<file path="config.mk">
export PLATFORM = sky130hd
export DESIGN_NAME = onchip_oscillator_divider
export DESIGN_NICKNAME = d
export VERILOG_FILES = /design/src/osc_div_pkg.sv /design/src/onchip_oscillator_divider.sv
export SDC_FILE = /design/constraint.sdc
export NUM_CORES = 1
export LEC_CHECK = 0
export ABC_AREA = 1
export BUFFER_PORTS_ARGS = -buffer_cell sky130_fd_sc_hd__clkbuf_2
export CORE_ASPECT_RATIO = 0.75
export CORE_MARGIN = 10
export CORE_UTILIZATION = 65
export CTS_CLUSTER_SIZE = 16
export DETAILED_ROUTE_END_ITERATION = 10
export PLACE_DENSITY = 0.84
export SLEW_MARGIN = 20
export SYNTH_ARGS = -nofsm -noshare
export SYNTH_HDL_FRONTEND = slang
export SYNTH_SLANG_ARGS = --single-unit
</file>
<file path="constraint.sdc">
create_clock -name clk_in -period 3.1 [get_ports clk_in]
set_input_delay 0.62 -clock clk_in [delete_from_list [all_inputs] [get_ports clk_in]]
set_output_delay 0.62 -clock clk_in [all_outputs]
set_load 0.05 [all_outputs]
</file>
<file path="src/osc_div_pkg.sv">
package osc_div_pkg;

  // ---------------------------------------------------------------------------
  // oscillator timing
  // ---------------------------------------------------------------------------
  localparam int OSC_NOMINAL_KHZ = 8000;
  localparam int OSC_MIN_KHZ     = 4000;
  localparam int OSC_MAX_KHZ     = 10000;
  localparam int CLK_PERIOD_NS   = 10;
  localparam int CLK_RATE_KHZ    = 1000000 / CLK_PERIOD_NS;
  // half period of the modelled oscillator in system clock cycles (>= 1)
  localparam int OSC_HALF_CYCLES =
    (CLK_RATE_KHZ / (2 * OSC_NOMINAL_KHZ)) < 1 ? 1 :
    (CLK_RATE_KHZ / (2 * OSC_NOMINAL_KHZ));

  // ---------------------------------------------------------------------------
  // divider layout
  // ---------------------------------------------------------------------------
  localparam int DIV_WIDTH = 19;
  localparam int TAP_COUNT = 4;
  localparam int TAP_BIT0  = 4;
  localparam int TAP_BIT1  = 9;
  localparam int TAP_BIT2  = 14;
  localparam int TAP_BIT3  = 19;
  localparam logic [DIV_WIDTH-1:0] DIV_RESET = 19'h00000;

  // ---------------------------------------------------------------------------
  // sequencing
  // ---------------------------------------------------------------------------
  typedef enum logic [1:0] {
    ST_POWERUP = 2'b00,
    ST_CLEAR   = 2'b01,
    ST_CONFIG  = 2'b11,
    ST_USER    = 2'b10
  } phase_type;

  localparam logic [7:0] POWERUP_TICKS = 8'h10;
  localparam logic [7:0] CLEAR_TICKS   = 8'h08;

  typedef struct packed {
    logic       primary;
    logic [1:0] taps;
  } user_clk_type;

endpackage : osc_div_pkg

</file>
<file path="src/onchip_oscillator_divider.sv">
`timescale 1ns/100ps
module onchip_oscillator_divider
#(
  parameter int HALF_CYCLES = osc_div_pkg::OSC_HALF_CYCLES
)
(
  input  wire logic                      clk_in,
  input  wire logic                      rst_in,
  input  wire logic                      ce_in,
  input  wire logic                      config_done_in,
  input  wire logic                      osc_used_in,
  input  wire logic                      master_mode_in,
  input  wire logic [1:0]                tap_sel_a_in,
  input  wire logic [1:0]                tap_sel_b_in,
  output logic                           config_clock_out,
  output logic                           powerup_done_out,
  output logic                           clear_done_out,
  output logic                           osc_running_out,
  output osc_div_pkg::user_clk_type      user_clk_out
);

  initial
  begin
    if (HALF_CYCLES < 1 || HALF_CYCLES > 65536)
      $error("HALF_CYCLES must lie between one and 65536");
  end

  // ---------------------------------------------------------------------------
  // pin synchronisers
  // ---------------------------------------------------------------------------
  logic [1:0] done_meta_q;
  logic [1:0] done_sync_q;

  always_ff @(posedge clk_in)
  begin
    if (rst_in)
    begin
      done_meta_q <= 2'h0;
      done_sync_q <= 2'h0;
    end
    else if (ce_in)
    begin
      done_meta_q <= {osc_used_in, config_done_in};
      done_sync_q <= done_meta_q;
    end
  end

  // ---------------------------------------------------------------------------
  // oscillator model
  // ---------------------------------------------------------------------------
  logic [15:0]                     half_cnt_q;
  logic                            osc_q;
  logic                            osc_en;
  logic                            osc_rise;
  osc_div_pkg::phase_type          phase_q;

  // stopped once configured unless the user design keeps it
  assign osc_en = (phase_q != osc_div_pkg::ST_USER) | done_sync_q[1];
  assign osc_rise = osc_en & ~osc_q &
                    (half_cnt_q == 16'(HALF_CYCLES - 1));

  always_ff @(posedge clk_in)
  begin
    if (rst_in)
    begin
      half_cnt_q <= 16'h0000;
      osc_q      <= 1'b0;
    end
    else if (ce_in && osc_en)
    begin
      if (half_cnt_q == 16'(HALF_CYCLES - 1))
      begin
        half_cnt_q <= 16'h0000;
        osc_q      <= ~osc_q;
      end
      else
        half_cnt_q <= half_cnt_q + 16'h0001;
    end
  end

  // ---------------------------------------------------------------------------
  // free-running divider
  // ---------------------------------------------------------------------------
  logic [osc_div_pkg::DIV_WIDTH-1:0] div_q;

  always_ff @(posedge clk_in)
  begin
    if (rst_in)
      div_q <= osc_div_pkg::DIV_RESET;
    else if (ce_in && osc_rise)
      div_q <= div_q + 19'h00001;
  end

  function automatic logic tap_pick(
    input logic [osc_div_pkg::DIV_WIDTH-1:0] d,
    input logic [1:0]                        sel
  );
    case (sel)
      2'h0: tap_pick = d[osc_div_pkg::TAP_BIT0-1];
      2'h1: tap_pick = d[osc_div_pkg::TAP_BIT1-1];
      2'h2: tap_pick = d[osc_div_pkg::TAP_BIT2-1];
      default: tap_pick = d[osc_div_pkg::TAP_BIT3-1];
    endcase
  endfunction : tap_pick

  // ---------------------------------------------------------------------------
  // configuration sequencing
  // ---------------------------------------------------------------------------
  logic [7:0] tick_q;

  always_ff @(posedge clk_in)
  begin
    if (rst_in)
    begin
      phase_q <= osc_div_pkg::ST_POWERUP;
      tick_q  <= 8'h00;
    end
    else if (ce_in)
    begin
      case (phase_q)
        osc_div_pkg::ST_POWERUP:
        begin
          if (osc_rise)
          begin
            if (tick_q == osc_div_pkg::POWERUP_TICKS - 8'h01)
            begin
              phase_q <= osc_div_pkg::ST_CLEAR;
              tick_q  <= 8'h00;
            end
            else
              tick_q <= tick_q + 8'h01;
          end
        end
        osc_div_pkg::ST_CLEAR:
        begin
          if (osc_rise)
          begin
            if (tick_q == osc_div_pkg::CLEAR_TICKS - 8'h01)
            begin
              phase_q <= osc_div_pkg::ST_CONFIG;
              tick_q  <= 8'h00;
            end
            else
              tick_q <= tick_q + 8'h01;
          end
        end
        osc_div_pkg::ST_CONFIG:
        begin
          if (done_sync_q[0])
            phase_q <= osc_div_pkg::ST_USER;
        end
        osc_div_pkg::ST_USER:
          phase_q <= osc_div_pkg::ST_USER;
        default:
          phase_q <= osc_div_pkg::ST_POWERUP;
      endcase
    end
  end

  // ---------------------------------------------------------------------------
  // outputs
  // ---------------------------------------------------------------------------
  always_ff @(posedge clk_in)
  begin
    if (rst_in)
    begin
      config_clock_out <= 1'b0;
      powerup_done_out <= 1'b0;
      clear_done_out   <= 1'b0;
      osc_running_out  <= 1'b0;
    end
    else if (ce_in)
    begin
      config_clock_out <= master_mode_in & osc_q &
                          (phase_q == osc_div_pkg::ST_CONFIG);
      powerup_done_out <= phase_q != osc_div_pkg::ST_POWERUP;
      clear_done_out   <= phase_q == osc_div_pkg::ST_CONFIG ||
                          phase_q == osc_div_pkg::ST_USER;
      osc_running_out  <= osc_en;
    end
  end

  // taps resynchronised on the oscillator edge so user clocks cannot glitch
  always_ff @(posedge clk_in)
  begin
    if (rst_in)
      user_clk_out <= '0;
    else if (ce_in)
    begin
      if (phase_q == osc_div_pkg::ST_USER && done_sync_q[1])
      begin
        user_clk_out.primary <= osc_q;
        if (osc_rise)
        begin
          user_clk_out.taps[0] <= tap_pick(div_q, tap_sel_a_in);
          user_clk_out.taps[1] <= tap_pick(div_q, tap_sel_b_in);
        end
      end
      else
        user_clk_out <= '0;
    end
  end

  // ---------------------------------------------------------------------------
  // checks
  // ---------------------------------------------------------------------------
  a_osc_stops_unused: assert property (
    @(posedge clk_in) disable iff (rst_in)
    (ce_in && phase_q == osc_div_pkg::ST_USER && !done_sync_q[1])
      |=> !osc_running_out)
    else $error("oscillator runs after configuration though unused");

  a_div_counts_up: assert property (
    @(posedge clk_in) disable iff (rst_in)
    (ce_in && osc_rise) |=> div_q == $past(div_q) + 19'h00001)
    else $error("divider failed to advance on oscillator edge");

  a_cfg_clk_gated: assert property (
    @(posedge clk_in) disable iff (rst_in)
    (ce_in && phase_q != osc_div_pkg::ST_CONFIG) |=> !config_clock_out)
    else $error("config clock driven outside configuration");

  a_user_clk_quiet: assert property (
    @(posedge clk_in) disable iff (rst_in)
    (ce_in && phase_q != osc_div_pkg::ST_USER) |=> user_clk_out == '0)
    else $error("user clocks active before configuration");

  a_tap_stable: assert property (
    @(posedge clk_in) disable iff (rst_in)
    (ce_in && !osc_rise && phase_q == osc_div_pkg::ST_USER && done_sync_q[1]
     && $past(phase_q) == osc_div_pkg::ST_USER)
      |=> $stable(user_clk_out.taps))
    else $error("tap changed away from oscillator edge");

  a_osc_period: assert property (
    @(posedge clk_in) disable iff (rst_in)
    $changed(osc_q) |-> half_cnt_q == 16'h0000
      && $past(half_cnt_q) == 16'(HALF_CYCLES - 1))
    else $error("oscillator half period count wrong");

  a_tap_value: assert property (
    @(posedge clk_in) disable iff (rst_in)
    (ce_in && osc_rise && phase_q == osc_div_pkg::ST_USER && done_sync_q[1]
     && tap_sel_a_in == 2'h0)
      |=> user_clk_out.taps[0] == $past(div_q[3]))
    else $error("tap a does not follow divider bit four");

  a_clear_after_pwr: assert property (
    @(posedge clk_in) disable iff (rst_in)
    (phase_q == osc_div_pkg::ST_CLEAR) |-> powerup_done_out
      || $past(phase_q) == osc_div_pkg::ST_POWERUP || !$past(ce_in))
    else $error("clearing began before power-on time-out");

endmodule : onchip_oscillator_divider

</file>
* After elaboration in Yosys (flattened, before gate mapping)
Cells that the tools add are included.
** Storage, ports and cells
- Register bits :: 57
- Bits of input ports :: 10
- Memory bits (writable) :: 0
- Memories :: 0
- Latch bits :: 0
- Memory bits (read-only) :: 0
- Logic and storage cells :: 68
** Cells by class
- Multiplexer cells :: 16
- Div/mod/pow operators :: 0
- Multiply operators :: 0
- Shift-type cells :: 0
- Bitwise gates (word level) :: 6
- Eq/ne operators :: 17
- Reductions and logical operators :: 13
- Add/subtract/negate cells :: 3
- Order comparisons :: 0
** Operator list (number)
- 8-bit two-way mux :: 4
- 19-bit by 1-bit adder with 19-bit output (second input constant) :: 1
- 16-bit by 1-bit adder with 16-bit output (second input constant) :: 1
- 16-bit by 3-bit == test with 1-bit output (second input constant) :: 1
- 16-bit two-way mux :: 1
- 8-bit one-hot mux with 2 select lines :: 1
- 2-bit != test (second input constant) :: 7
- 2-bit two-way mux :: 6
- 8-bit by 1-bit adder with 8-bit output (second input constant) :: 1
- 2-bit == test (second input constant) :: 4
- 8-bit by 3-bit == test with 1-bit output (second input constant) :: 1
- 8-bit by 4-bit == test with 1-bit output (second input constant) :: 1
- 2-bit one-hot mux with 4 select lines :: 1
- 2-bit by 1-bit == test with 1-bit output (second input constant) :: 3
- 2-bit logical NOT :: 3
- 1-bit one-hot mux with 3 select lines :: 2
- 6-bit AND reduction :: 1
- 1-bit AND :: 4
- 2-bit AND reduction :: 2
- 4-bit AND reduction :: 1
- 2-bit nonzero test :: 2
- 1-bit logical AND :: 3
- 3-bit two-way mux :: 1
- 1-bit logical OR :: 1
- 2 further kinds :: 2

* Depth between registers and ports, before layout
- Word-level depth :: 6
- Mapped depth :: 12
- Mapped depth without buffers :: 12

* Worst setup path before layout
OpenSTA, ideal clock, no wires.
- Kind :: input-to-reg
- From :: in ce_in
- To :: reg tick_q[1]
- Stages :: 8
- Data required time :: 2.979 ns
- Path buffers :: 1
- Library setup time :: 0.121 ns
- Path slack :: 1.562 ns
- Data arrival time :: 1.418 ns
- Path through :: buf_4 > inv_2 > nor2_2 > inv_1 > nor2_4 > or2_2 > o21ai_1 > nor2_1
** Between the ends
- Word-level cells in the longest chain between the ends :: 1
** Ends and longest elaborated chain
- start, declared :: line onchip_oscillator_divider.sv:9 : input wire logic ce_in,
- 4-bit AND reduction (no line)
- end signal, assigned :: line onchip_oscillator_divider.sv:131 : tick_q <= tick_q + 8'h01;
- end signal, assigned :: line onchip_oscillator_divider.sv:144 : tick_q <= tick_q + 8'h01;
- end, declared :: line onchip_oscillator_divider.sv:109 : logic [7:0] tick_q;
No other way between the ends.
A chain may end at the register's enable or synchronous reset.

* Final worst setup path
- From :: reg half_cnt_q[0]
- To :: reg div_q[16] (netlist bit)
** Between the ends
- Word-level cells in the longest chain between the ends :: 3
** Ends and longest elaborated chain
- start, declared :: line onchip_oscillator_divider.sv:51 : logic [15:0] half_cnt_q;
- start signal, assigned :: line onchip_oscillator_divider.sv:77 : half_cnt_q <= half_cnt_q + 16'h0001;
- 16-bit by 3-bit == test with 1-bit output :: line onchip_oscillator_divider.sv:60 : (half_cnt_q == 16'(HALF_CYCLES - 1));
- 1-bit AND :: line onchip_oscillator_divider.sv:59 : assign osc_rise = osc_en & ~osc_q &
- 1-bit logical AND :: line onchip_oscillator_divider.sv:90 : else if (ce_in && osc_rise)
- end signal, assigned :: line onchip_oscillator_divider.sv:89 : div_q <= osc_div_pkg::DIV_RESET;
- end signal, assigned :: line onchip_oscillator_divider.sv:91 : div_q <= div_q + 19'h00001;
- end, declared :: line onchip_oscillator_divider.sv:84 : logic [osc_div_pkg::DIV_WIDTH-1:0] div_q;
No other way between the ends.

==> impl_metrics.env <==
export IMPL_r2r_end="div_q[16]"
export IMPL_final_setup_tns_ns=0
export IMPL_setup_ws_ns=1.23
export IMPL_cts_resized=0
export IMPL_synth_distinct_cells=36
export IMPL_period_needed_ns=1.87
export IMPL_cp_buffers_inverters=1
export IMPL_vdd_ir_drop_max_uv=357
export IMPL_drt_first_pass_iters=5
export IMPL_h_tree_depth=3
export IMPL_grt_pass1_vias=2752
export IMPL_grt_max_degree=28
export IMPL_rrSetupSlack_ns=1.23
export IMPL_globalRouteMet1Util_pct=27.3
export IMPL_clkPwrFrac_pct=46.3
export IMPL_crit_fanout=14
export IMPL_io_buffers=16
export IMPL_post_dp_hpwl_mm=5.50
export IMPL_fmax_mhz=534
export IMPL_clockBufferDepth=2
export IMPL_synth_top_cell_area_share_pct=35.9
export IMPL_synth_top_area_cell="dfxtp_1"
export IMPL_p_leak_nw=1.26
export IMPL_ys_ff_latch=57
export IMPL_fin_nets=509
export IMPL_swShare_pct=24.7
export IMPL_grt_pass1_wl_mm=13.1
export IMPL_synth_edf_count=0
export IMPL_worstPathArrival_ns=2.10
export IMPL_synthesis_nets=490
export IMPL_numCtsBuffers=9
export IMPL_crit_path_start_kind="register"
export IMPL_gp_congestion=0.933
export IMPL_cts_tree="done"
export IMPL_drive_gt1_share_pct=13.6
export IMPL_syn_inst=476
export IMPL_use_met3_pct=6.93
export IMPL_internal_power_w=0.00115
export IMPL_yosysSeqAreaShare_pct=35.9
export IMPL_crit_required_ns=3.32
export IMPL_setup_viol=0
export IMPL_fin_area_um2=3470
export IMPL_maxSlewViolCount=0
export IMPL_use_met2_pct=28.2
export IMPL_syn_to_final_growth_pct=9.26
export IMPL_place_ws_ns=1.17
export IMPL_p_switching_w=0.000377
export IMPL_worstSetupPathType="reg -> reg"
export IMPL_cp_top_family="simple AND/OR/NAND/NOR gates"
export IMPL_crit_slowest_cell="dfxtp_1"
export IMPL_p_per_area_nw_per_um2=441
export IMPL_fin_crit_sh_pct=60.4
export IMPL_p_seq_share_pct=48.8
export IMPL_drt_total_wl_mm=7.73
export IMPL_worstHoldStart="user_clk_out[0]"
export IMPL_drv_cap=0
export IMPL_clock_skew_ns=0.00627
export IMPL_critPathMaxStageDelay_ns=0.39
export IMPL_relSlewSlack_pct=63.9
export IMPL_clock_sinks=57
export IMPL_worst_pin_slew_ns=0.541
export IMPL_track_usage_pct=19.8
export IMPL_drtAntennaViolNets=0
export IMPL_io_pins=17
export IMPL_worst_hold_slack_ns=0.464
export IMPL_core_um2=4600
export IMPL_die_w_um=101
export IMPL_fillers=368
export IMPL_rr_worst_depth=8
export IMPL_pwr_share_comb_pct=5.0
export IMPL_critPathCaptureType="register"
export IMPL_clockRootBuffer="clkbuf_8"
export IMPL_hold_buffers=0
export IMPL_rsz0062_at_grt="false"
export IMPL_clkTransAtPathRegs_ns=0.07
export IMPL_avgSynthCellArea_um2=6.67
export IMPL_clk_latency_ns=0.35
export IMPL_ys_warn_count=0
export IMPL_min_path_cells=2
export IMPL_final_hold_violation_count=0
export IMPL_r2r_start="half_cnt_q[0]"
export IMPL_antenna_found_initial=0
export IMPL_holdCritPathClass="reg -> reg"
export IMPL_ys_flop_type="dfxtp_1"
export IMPL_grt_ovfl_total=0
export IMPL_synthTopCellsByArea="dfxtp_1, nand2_1, nor2_1"
export IMPL_num_vias=3160
export IMPL_routed_via_density=5.67
export IMPL_final_core_util_pct=75.5
export IMPL_placed_area_um2=3270
export IMPL_syn_area_um2=3180
export IMPL_post_drt_wl_per_cell_um=13.9
export IMPL_die_y_um=80.5
export IMPL_initial_core_util_pct=69.1
export IMPL_cts_setup_buffers=0
export IMPL_num_antenna_cells=0
export IMPL_grt_busiest_layer="met2"
export IMPL_path_cells="ha_1 -> nand3_2 -> nor2_4 -> nand3_2 -> nor2_4 -> inv_2 -> nand2_1 -> a21oi_1"
export IMPL_drt_iter0_drc=204
export IMPL_num_rows=21
export IMPL_status="finished clean"
export IMPL_die_area_um2=8110
export IMPL_min_delay_worst_endpoint="user_clk_out[0]"
export IMPL_async_reset_ff_share_pct=0
export IMPL_drc=0
[power groups by stage]
stage,sequential [W],combinational [W],clock [W]
after CTS,0.000746,0.0000748,0.000709
after global placement,0.000762,0.0000719,0
after global routing,0.000746,0.0000841,0.000742
after detailed placement,0.000762,0.0000743,0
final,0.000746,0.0000757,0.000708
after floorplan,0.000768,0.0000490,0
[cells by family after synthesis]
family | count (synthesis) | synth area share, %
xor gates and xnor gates | 14 | 3.86
DFF | 57 | 35.9
and+or+nand+nor | 268 | 37.9
AOI/OAI and AO/OA | 76 | 13.2
buffers and inverters | 57 | 7.60
adders and majority gates | 4 | 1.58
[flip-flops by register name (all words and copies together), names as in the netlist, 2 cells and up]
| signal | cells |
|---|---|
| tick_q | 8 |
| done_meta_q | 2 |
| done_sync_q | 2 |
| half_cnt_q | 16 |
| user_clk_out | 3 |
| phase_q | 2 |
| div_q | 19 |
[cell usage after synthesis, types with 6 or more instances]
cell type  number
xnor2_1         6
a21oi_1        41
nor3_1          8
o21ai_0        20
nand2_1       114
xor2_1          8
nand4_1        13
nor2_1         76
nand3_1        32
inv_2           8
nor2_2          8
dfxtp_1        57
inv_1          40
[through the flow]
| step | power, W | std cells |
|---|---|---|
| finish | 0.00153 | 557 |
| global route | 0.00157 | 557 |
| CTS | 0.00153 | 557 |
| detailed placement | 0.000836 | 541 |
| global placement | 0.000834 | 541 |
| floorplan | 0.000818 | 476 |
[routing by layer]
layer,vias to the layer above,wire [um]
met5,-,0
met4,0,89
met3,11,674
met2,138,3180
met1,1421,3780
li1,1590,-
[worst max-delay path by stage]
stage / depth (start not counted) / from / end / slack [ns]
after global placement: 6 / ce_in / tick_q[1] / 1.24
after floorplan: 8 / ce_in / tick_q[1] / 1.56
after detailed placement: 6 / ce_in / tick_q[4] / 1.17
after global routing: 8 / half_cnt_q[0] / div_q[15] / 1.09
final: 8 / half_cnt_q[0] / div_q[16] / 1.23
after CTS: 8 / half_cnt_q[0] / div_q[16] / 1.25
[tightest hold or removal path: stages, from the launching register on]
cell and delay, ns:
dfxtp_1 0.31, nand2_1 0.06, a21oi_1 0.05
[final cells by class]
cell class	instances	area, um^2	area share (%)
multi-input combinational	362	1790	51.7
inverter	48	180	5.19
timing repair buffer	17	87.6	2.52
clock buffer	11	141	4.08
tap	57	71.3	2.06
clock inverter	5	55.1	1.59
sequential	57	1140	32.9
[placed cells by master (no fill, tap or decap), drive strengths merged]
cell | netlist | final
o21ai | 26 | 26
a31oi | 1 | 1
inv | 48 | 48
bufinv | 0 | 1
o211ai | 1 | 1
or2 | 2 | 2
nand3 | 36 | 36
nor2 | 87 | 87
dfxtp | 57 | 57
nand4 | 15 | 15
a31o | 1 | 1
a211oi | 1 | 1
ha | 4 | 4
buf | 5 | 1
xnor2 | 6 | 6
nor3b | 1 | 1
clkinvlp | 0 | 2
nor3 | 8 | 8
clkinv | 0 | 2
a21oi | 43 | 43
nand3b | 2 | 2
xor2 | 8 | 8
o21bai | 1 | 1
nand2 | 117 | 117
clkbuf | 4 | 27
a22oi | 2 | 2
No activity file was read; power rests on OpenSTA's default activity.
